### src/rtl/sfs_pkg.sv
// Purpose: Shared constants and carriers for the sync/FIFO/status bank
// Assumes: Byte-wide register port, one core clock
// Notes:   Offsets are byte addresses of the configuration serial port
package sfs_pkg;

  // ----------------------------------------------------------------
  // Register offsets
  // ----------------------------------------------------------------
  localparam logic [7:0] SFS_ADDR_SYNC_CONFIG  = 8'h50;
  localparam logic [7:0] SFS_ADDR_FIFO_CONFIG  = 8'h51;
  localparam logic [7:0] SFS_ADDR_MUTE_MASK    = 8'h54;
  localparam logic [7:0] SFS_ADDR_INT_MASK     = 8'h55;
  localparam logic [7:0] SFS_ADDR_STATUS       = 8'h56;
  localparam logic [7:0] SFS_ADDR_SERIAL_0     = 8'h57;
  localparam logic [7:0] SFS_ADDR_SERIAL_1     = 8'h58;
  localparam logic [7:0] SFS_ADDR_SERIAL_2     = 8'h59;

  // ----------------------------------------------------------------
  // Reset values
  // ----------------------------------------------------------------
  localparam logic [7:0] SFS_RST_SYNC_CONFIG   = 8'h00;
  localparam logic [7:0] SFS_RST_FIFO_CONFIG   = 8'h00;
  localparam logic [7:0] SFS_RST_MUTE_MASK     = 8'h00;
  localparam logic [7:0] SFS_RST_INT_MASK      = 8'h04;
  localparam logic [7:0] SFS_RST_STATUS        = 8'h00;
  // Arbitrary neutral serial number default
  localparam logic [23:0] SFS_SERIAL_DEFAULT   = 24'h00_0001;

  // ----------------------------------------------------------------
  // Field positions: sync config
  // ----------------------------------------------------------------
  localparam int SFS_SC_DIV_SYNC   = 6;
  localparam int SFS_SC_FIFO_SYNC  = 5;
  localparam int SFS_SC_OSC_SYNC   = 4;
  localparam int SFS_SC_OUT_SEL    = 2;
  localparam int SFS_SC_DLY_INC    = 1;
  localparam int SFS_SC_DLY_DEC    = 0;
  localparam logic [7:0] SFS_SC_RW_MASK = 8'h74;

  // Field positions: input FIFO config
  localparam int SFS_FC_RPA_LSB    = 4;
  localparam int SFS_FC_BYPASS     = 3;
  localparam int SFS_FC_DUP_I      = 2;
  localparam int SFS_FC_IQ_SWAP    = 1;
  localparam int SFS_FC_BIT_REV    = 0;

  // Field positions: status
  localparam int SFS_ST_PAR_I      = 7;
  localparam int SFS_ST_PAR_Q      = 6;
  localparam int SFS_ST_COLL       = 5;
  localparam int SFS_ST_ONE_APART  = 4;
  localparam int SFS_ST_TWO_APART  = 3;
  localparam int SFS_ST_TRIM_RDY   = 2;
  localparam int SFS_ST_PD_DONE    = 0;

  // Delay offset limit in DAC clock cycles
  localparam logic signed [4:0] SFS_DLY_MAX = 5'sd8;
  localparam logic signed [4:0] SFS_DLY_MIN = -5'sd8;

  // ----------------------------------------------------------------
  // Carriers
  // ----------------------------------------------------------------
  typedef struct packed {
    logic       div_reset;
    logic       fifo_reset;
    logic       osc_reset;
  } sfs_sync_rst_s;

  typedef struct packed {
    logic [3:0] read_pointer_adjust;
    logic       bypass;
    logic       dup_i;
    logic       iq_swap;
    logic       bit_order_reverse;
  } sfs_fifo_cfg_s;

endpackage : sfs_pkg

### src/rtl/sfs_regs.sv
// Purpose: Sync, input FIFO config, masks, status and serial registers
// Assumes: Serial port decoded to byte write/read strobes on i_core_clk
// Notes:   Pins from outside the core domain pass a two-flop stage
//
// Contract
// Divider sync enable gates sync input reset
// FIFO sync enable gates sync input reset
// Oscillator sync enable gates sync input reset
// Output select: zero-phase or sync passthrough
// Rising write of increase adds one cycle
// Rising write of decrease removes one cycle
// Delay offset clamped to plus/minus eight
// Read address is pointer plus adjust
// Bypass bit routes data around FIFO
// Duplicate I bit duplicates in-phase data
// Swap bit reverses I/Q order
// Reverse bit flips data word bit order
// Mute mask enables mute per status bit
// Interrupt mask per bit, reset 0x04
// Parity errors set status bits 7, 6
// Pointer collision sets collision bit
// One/two apart set bits 4, 3
// Trim ready set after trim load
// Peak done cleared by writing zero
// Read-only 24-bit serial over three bytes
// Peak done set at maximum count
// Interrupt while masked status bit set
module sfs_regs
  import sfs_pkg::*;
#(
  parameter int          PTR_W  = 4,
  parameter int          DATA_W = 16,
  parameter logic [23:0] SERIAL = SFS_SERIAL_DEFAULT
)(
  input  wire logic              i_core_clk,
  input  wire logic              i_rstn,
  input  wire logic              i_wr_en,
  input  wire logic              i_rd_en,
  input  wire logic [7:0]        i_addr,
  input  wire logic [7:0]        i_wdata,
  output logic      [7:0]        o_rdata,
  input  wire logic              i_sync_input,
  input  wire logic              i_zero_phase,
  input  wire logic              i_par_err_i,
  input  wire logic              i_par_err_q,
  input  wire logic              i_trim_done,
  input  wire logic              i_pd_max_reached,
  input  wire logic [PTR_W-1:0]  i_fifo_rd_ptr,
  input  wire logic [PTR_W-1:0]  i_fifo_wr_ptr,
  input  wire logic [DATA_W-1:0] i_data_i,
  input  wire logic [DATA_W-1:0] i_data_q,
  output logic                   o_sync_output,
  output sfs_sync_rst_s          o_sync_rst,
  output sfs_fifo_cfg_s          o_fifo_cfg,
  output logic      [PTR_W-1:0]  o_fifo_rd_addr,
  output logic      [DATA_W-1:0] o_data_first,
  output logic      [DATA_W-1:0] o_data_second,
  output logic signed [4:0]      o_delay_offset,
  output logic                   o_mute,
  output logic                   o_irq
);

  // ----------------------------------------------------------------
  // Pin synchronisers (first stage read only by the second)
  // ----------------------------------------------------------------
  logic [1:0] sync_in_pipe_r;
  logic [1:0] zero_ph_pipe_r;
  logic       sync_in_s;
  logic       zero_ph_s;

  always_ff @(posedge i_core_clk or negedge i_rstn)
  begin
    if (!i_rstn)
    begin
      sync_in_pipe_r <= 2'h0;
      zero_ph_pipe_r <= 2'h0;
    end
    else
    begin
      sync_in_pipe_r <= {sync_in_pipe_r[0], i_sync_input};
      zero_ph_pipe_r <= {zero_ph_pipe_r[0], i_zero_phase};
    end
  end

  assign sync_in_s = sync_in_pipe_r[1];
  assign zero_ph_s = zero_ph_pipe_r[1];

  // ----------------------------------------------------------------
  // Address decode
  // ----------------------------------------------------------------
  logic wr_sync;
  logic wr_fifo;
  logic wr_mute;
  logic wr_int;
  logic wr_stat;

  assign wr_sync = i_wr_en && (i_addr == SFS_ADDR_SYNC_CONFIG);
  assign wr_fifo = i_wr_en && (i_addr == SFS_ADDR_FIFO_CONFIG);
  assign wr_mute = i_wr_en && (i_addr == SFS_ADDR_MUTE_MASK);
  assign wr_int  = i_wr_en && (i_addr == SFS_ADDR_INT_MASK);
  assign wr_stat = i_wr_en && (i_addr == SFS_ADDR_STATUS);

  // ----------------------------------------------------------------
  // Configuration registers
  // ----------------------------------------------------------------
  logic [7:0] sync_cfg_r;
  logic [7:0] fifo_cfg_r;
  logic [7:0] mute_mask_r;
  logic [7:0] int_mask_r;
  logic [7:0] status_r;
  logic [7:0] status_nxt;

  // Strobe bits never stored: they read back zero, so self-clear
  always_ff @(posedge i_core_clk or negedge i_rstn)
  begin
    if (!i_rstn)
    begin
      sync_cfg_r  <= SFS_RST_SYNC_CONFIG;
      fifo_cfg_r  <= SFS_RST_FIFO_CONFIG;
      mute_mask_r <= SFS_RST_MUTE_MASK;
      int_mask_r  <= SFS_RST_INT_MASK;
    end
    else
    begin
      if (wr_sync)
        sync_cfg_r <= i_wdata & SFS_SC_RW_MASK;
      if (wr_fifo)
        fifo_cfg_r <= i_wdata;
      if (wr_mute)
        mute_mask_r <= i_wdata;
      if (wr_int)
        int_mask_r <= i_wdata;
    end
  end

  // ----------------------------------------------------------------
  // Output delay nudge, clamped
  // ----------------------------------------------------------------
  logic inc_req;
  logic dec_req;
  logic signed [4:0] dly_r;
  logic signed [4:0] dly_nxt;

  // Writing 1 counts as the 0-to-1 toggle since the bit reads as 0
  assign inc_req = wr_sync && i_wdata[SFS_SC_DLY_INC];
  assign dec_req = wr_sync && i_wdata[SFS_SC_DLY_DEC];
  // Both at once cancel; limits hold the offset inside the window
  assign dly_nxt = (inc_req && !dec_req && dly_r < SFS_DLY_MAX)
                   ? dly_r + 5'sd1
                   : (dec_req && !inc_req && dly_r > SFS_DLY_MIN)
                   ? dly_r - 5'sd1
                   : dly_r;

  always_ff @(posedge i_core_clk or negedge i_rstn)
  begin
    if (!i_rstn)
      dly_r <= 5'sd0;
    else
      dly_r <= dly_nxt;
  end

  // ----------------------------------------------------------------
  // Status bits
  // ----------------------------------------------------------------
  logic [PTR_W-1:0] ptr_gap;
  logic [7:0]       hw_set;
  logic [7:0]       live;

  assign ptr_gap = i_fifo_wr_ptr - i_fifo_rd_ptr;
  // Pointer and trim bits follow the live condition
  assign live[SFS_ST_COLL]      = (ptr_gap == PTR_W'(0));
  assign live[SFS_ST_ONE_APART] = (ptr_gap == PTR_W'(1)) ||
                                  (ptr_gap == PTR_W'(-1));
  assign live[SFS_ST_TWO_APART] = (ptr_gap == PTR_W'(2)) ||
                                  (ptr_gap == PTR_W'(-2));
  assign live[SFS_ST_TRIM_RDY]  = i_trim_done;
  assign live[7:6] = 2'h0;
  assign live[1:0] = 2'h0;

  assign hw_set = {i_par_err_i, i_par_err_q, 5'h00,
                   i_pd_max_reached};

  // Parity and peak bits are sticky; a set beats a same-cycle clear
  always_comb
  begin
    status_nxt = status_r;
    if (wr_stat && !i_wdata[SFS_ST_PD_DONE])
      status_nxt[SFS_ST_PD_DONE] = 1'b0;
    if (wr_stat && !i_wdata[SFS_ST_PAR_I])
      status_nxt[SFS_ST_PAR_I] = 1'b0;
    if (wr_stat && !i_wdata[SFS_ST_PAR_Q])
      status_nxt[SFS_ST_PAR_Q] = 1'b0;
    status_nxt = status_nxt | hw_set;
    status_nxt[5:2] = live[5:2];
    status_nxt[1] = 1'b0;
  end

  always_ff @(posedge i_core_clk or negedge i_rstn)
  begin
    if (!i_rstn)
      status_r <= SFS_RST_STATUS;
    else
      status_r <= status_nxt;
  end

  // ----------------------------------------------------------------
  // Read mux
  // ----------------------------------------------------------------
  logic [7:0] rd_mux;

  assign rd_mux =
    (i_addr == SFS_ADDR_SYNC_CONFIG) ? sync_cfg_r  :
    (i_addr == SFS_ADDR_FIFO_CONFIG) ? fifo_cfg_r  :
    (i_addr == SFS_ADDR_MUTE_MASK)   ? mute_mask_r :
    (i_addr == SFS_ADDR_INT_MASK)    ? int_mask_r  :
    (i_addr == SFS_ADDR_STATUS)      ? status_r    :
    (i_addr == SFS_ADDR_SERIAL_0)    ? SERIAL[7:0]   :
    (i_addr == SFS_ADDR_SERIAL_1)    ? SERIAL[15:8]  :
    (i_addr == SFS_ADDR_SERIAL_2)    ? SERIAL[23:16] :
    8'h00;

  // ----------------------------------------------------------------
  // Datapath steering from the FIFO config
  // ----------------------------------------------------------------
  logic [DATA_W-1:0] rev_i;
  logic [DATA_W-1:0] rev_q;
  logic [DATA_W-1:0] sel_q;

  // Bit reversal per bit, one generate loop
  for (genvar b = 0; b < DATA_W; b++)
  begin : g_rev
    assign rev_i[b] = fifo_cfg_r[SFS_FC_BIT_REV] ?
                      i_data_i[DATA_W-1-b] : i_data_i[b];
    assign rev_q[b] = fifo_cfg_r[SFS_FC_BIT_REV] ?
                      i_data_q[DATA_W-1-b] : i_data_q[b];
  end

  assign sel_q = fifo_cfg_r[SFS_FC_DUP_I] ? rev_i : rev_q;

  // ----------------------------------------------------------------
  // Registered outputs
  // ----------------------------------------------------------------
  // Sync resets are the synchronised pulse gated by their enables
  always_ff @(posedge i_core_clk or negedge i_rstn)
  begin
    if (!i_rstn)
    begin
      o_rdata        <= 8'h00;
      o_sync_output  <= 1'b0;
      o_sync_rst     <= '0;
      o_fifo_cfg     <= '0;
      o_fifo_rd_addr <= '0;
      o_data_first   <= '0;
      o_data_second  <= '0;
      o_delay_offset <= 5'sd0;
      o_mute         <= 1'b0;
      o_irq          <= 1'b0;
    end
    else
    begin
      if (i_rd_en)
        o_rdata <= rd_mux;
      o_sync_output <= sync_cfg_r[SFS_SC_OUT_SEL] ?
                       zero_ph_s : sync_in_s;
      o_sync_rst.div_reset  <= sync_in_s &&
                               sync_cfg_r[SFS_SC_DIV_SYNC];
      o_sync_rst.fifo_reset <= sync_in_s &&
                               sync_cfg_r[SFS_SC_FIFO_SYNC];
      o_sync_rst.osc_reset  <= sync_in_s &&
                               sync_cfg_r[SFS_SC_OSC_SYNC];
      o_fifo_cfg <= fifo_cfg_r;
      o_fifo_rd_addr <= i_fifo_rd_ptr +
        PTR_W'(fifo_cfg_r[SFS_FC_RPA_LSB +: 4]);
      // Swap exchanges slot order after duplication
      o_data_first  <= fifo_cfg_r[SFS_FC_IQ_SWAP] ? sel_q : rev_i;
      o_data_second <= fifo_cfg_r[SFS_FC_IQ_SWAP] ? rev_i : sel_q;
      o_delay_offset <= dly_r;
      o_mute <= |(status_r & mute_mask_r);
      o_irq  <= |(status_r & int_mask_r);
    end
  end

endmodule : sfs_regs

### config.mk
export PLATFORM = sky130hd
export DESIGN_NAME = sfs_regs
export DESIGN_NICKNAME = d
export VERILOG_FILES = /design/src/rtl/sfs_pkg.sv /design/src/rtl/sfs_regs.sv
export SDC_FILE = /design/constraint.sdc
export NUM_CORES = 1
export LEC_CHECK = 0
export ABC_AREA = 0
export BUFFER_PORTS_ARGS = -buffer_cell sky130_fd_sc_hd__buf_2
export CAP_MARGIN = 20
export CORE_ASPECT_RATIO = 0.6
export CORE_MARGIN = 2
export CORE_UTILIZATION = 45
export DETAILED_ROUTE_END_ITERATION = 8
export PLACE_DENSITY = 0.7
export SLEW_MARGIN = 20
export SYNTH_ARGS = -nofsm -noshare
export SYNTH_HDL_FRONTEND = slang
export SYNTH_SLANG_ARGS = --single-unit
### constraint.sdc
create_clock -name i_core_clk -period 3.15 [get_ports i_core_clk]
set_input_delay 0.63 -clock i_core_clk [delete_from_list [all_inputs] [get_ports i_core_clk]]
set_output_delay 0.63 -clock i_core_clk [all_outputs]
set_load 0.02 [all_outputs]
==> metrics <==
relative slew slack=34.1%; cts repair resizes=0; Synth Area in Compound Gates=7.56%; VDD IR max=approximately 0.27 mV; cts hold-fix bufs=0; Chip Height=84.0 um; Ant. Diodes=0; via count=3509; commonest non-fill, non-tap cells in the layout=buf_2 (127), dfrtp_1 (105), mux2i_1 (66); Pwr Density=525 mW/mm^2; fin nets=584; status=completed; DR vias/cell=5.41; total number of yosys warnings=0; number of iterations in the first detailed-routing pass=5; Max Clock Freq=381 MHz; WP data arrival=2.83 ns; num rows=29; multiplexer area fraction after synthesis=21.1%; CP endpoint kind=flop; setup TNS=0 ns; slowest cell delay on critical path=just over 0.4 ns; layout cells sized above 1=37.1%; gr ovfl total=0; largest family of logic cells by synthesized area=multiplexers; minimum clock period=2.63 ns; Most used DFF post-synth=dfrtp_1; largest net degree at the start of global routing=57; CTS H-Tree Depth=3; Initial Util=45.8%; Register-to-Register Path Depth=9; Clock Sink Count=107; Root Buffer=clkbuf_16; Reg clk slew, reported paths=0.06 ns; # IOs=129; Buf/Inv on CP=1; Num CTS Buffers=9; vias in the first global route=between 3000 and 4000; Routed Antenna Nets=0; Placer Congestion=0.941; critical path class=in2reg; die footprint=approximately 0.012 mm^2; die width=roughly 140 um; Post-Syn Nets=450; DP HPWL=8590 um; first-pass GRT wire length=18100 um; cells after synthesis=372; Layout area overhead=23.9%; CTS tree=yes; uppermost layer routed=met4; Final setup viols=0; syn_area_per_cell=12.9 um^2; critical path's slowest cell=or3_4; Tot GR Track Use=20.7%; WL met2=4890 um; worst-margin pin slew=around 0.99 ns; Util after Layout=a little under three fifths; I/O Buffers=128; DRC viols=0; register bit total from synthesis=approximately 110; Final Hold Fails=0; core box area=roughly 0.010 mm^2; overall power=0.00312 W; Critical Path RT=around 3.4 ns; Clock Path Buffers=2; drt wl/cell=17.5 um; Final Skew=~0.0072 ns; Yosys cell types=44; initial antenna violation count=0; wire length on met1=5580 um; Post-synth EDFFs=0; commonest non-fill, non-tap cell in the layout=buf_2; sequential area share after synthesis=55.8%; final wirelength=11400 um; crit-path leading delay family=simple AND/OR/NAND/NOR gates; critical-path maximum fanout=16; MaxCap Viol Count=0; Hold Path Class=in2async; simple-gate share of the synthesized area=7.95%; Post-CTS Setup Inserts=0; Max Slew Vio Count=0; Post-Syn Area=around 0.0048 mm^2; met3 wire length=around 750 um; XOR/XNOR share of the synthesized area=under 10%; leakage=roughly 2.9 nW; CP Cell Sequence=buf_2 > or3_4 > nor4_4 > nand2_1 > ha_1 > a21oi_1 > nand2_1 > or3_1 > a21oi_1 > a211oi_1; Startpoint Class=primary input; Clk Latency, worst-skew pair=0.34 ns; Crit path depth=10; initial DRC count=~280; post-synthesis adder-cell area fraction=between 3 and 4%; Async S/R FF share, synth=100%; RSZ-0062 raised after global routing=false; Tcrit/Tclk final=a little over four fifths
==> power by group <==
part	internal (W)	switching (W)	leakage, nW
logic	0.000179	0.000258	1.40
registers	0.00145	0.0000518	1.37
clock network	0.000714	0.000469	0.148
total	0.00235	0.000779	2.92
==> stage by stage <==
| stage | hold WS (ns) | area, um^2 | setup WS, ns | cells |
|---|---|---|---|---|
| 4_1_cts | 0.348 | 5950 | 0.549 | 649 |
| 3_5_place_dp | 0.335 | 5630 | 0.177 | 634 |
| 3_3_place_gp | 0.334 | 5630 | 0.256 | 634 |
| 6_report | 0.342 | 5950 | 0.522 | 649 |
| 2_1_floorplan | 0.331 | 4800 | 0.346 | 372 |
| 5_1_grt | 0.357 | 5950 | 0.395 | 649 |
==> Yosys cell counts (3+ instances only) <==
master	instances	area, um^2
a21o_1	3	22.5
a21oi_1	14	70.1
a221o_1	5	50.1
a221oi_1	4	35.0
a22oi_1	5	37.5
and2_1	3	18.8
buf_1	3	11.3
buf_2	5	25.0
clkbuf_1	3	11.3
dfrtp_1	106	2650
fa_1	3	60.1
ha_1	9	113
inv_1	14	52.6
mux2_2	30	338
mux2i_1	66	661
nand2_1	22	82.6
nand2b_1	3	18.8
nand3_1	8	40.0
nor2_1	13	48.8
nor3_1	3	15.0
o21ai_0	7	35.0
or3_1	6	37.5
xnor2_1	6	52.6
xor2_1	3	26.3
==> layer usage <==
metal  global-route usage, %  vias to the layer above
met5                       0                        -
met4                    5.72                        0
met3                    4.68                       17
met2                    28.7                      124
met1                    32.2                     1748
li1                        -                     1620
==> state kept, by name, summed over array words and instances, names as in the netlist, 3 cells and up <==
signal,count
int_mask_r,8
o_fifo_rd_addr,4
o_rdata,8
o_data_second,16
o_fifo_cfg,8
status_r,7
o_data_first,16
o_sync_rst,3
fifo_cfg_r,8
o_delay_offset,5
dly_r,5
sync_cfg_r,4
mute_mask_r,8
==> layout make-up <==
class,instances,area [um^2]
Clock buffer,11,243
Multi-Input combinational cell,239,2010
Fill cell,866,4540
Sequential cell,107,2680
Clock inverter,4,75.1
Tap cell,139,174
Inverter,14,52.6
Timing Repair Buffer,135,708
==> worst paths after layout <==
path / startpoint / endpoint / slack, ns
worst min register to register: sync_in_pipe_r[0] / sync_in_pipe_r[1] / 0.35
min in group i_core_clk: sync_in_pipe_r[0] / sync_in_pipe_r[1] / 0.35
worst max-delay path: i_addr[1] / dly_r[4] / 0.52
worst max register to register: dly_r[4] / dly_r[4] / 0.87
max in group asynchronous: i_rstn / fifo_cfg_r[0] / 2.06
worst min-delay path: i_rstn / o_data_first[5] / 0.34
==> cells by family after synthesis <==
logic type               after synthesis
adder cells (fa/ha/maj)               12
flip-flops                           107
multiplexers                          97
AO/OA/AOI/OAI                         50
AND/OR/NAND/NOR                       71
buffers and inverters                 26
XOR/XNOR                               9
Note: power is estimated with default switching activity, not from simulation.
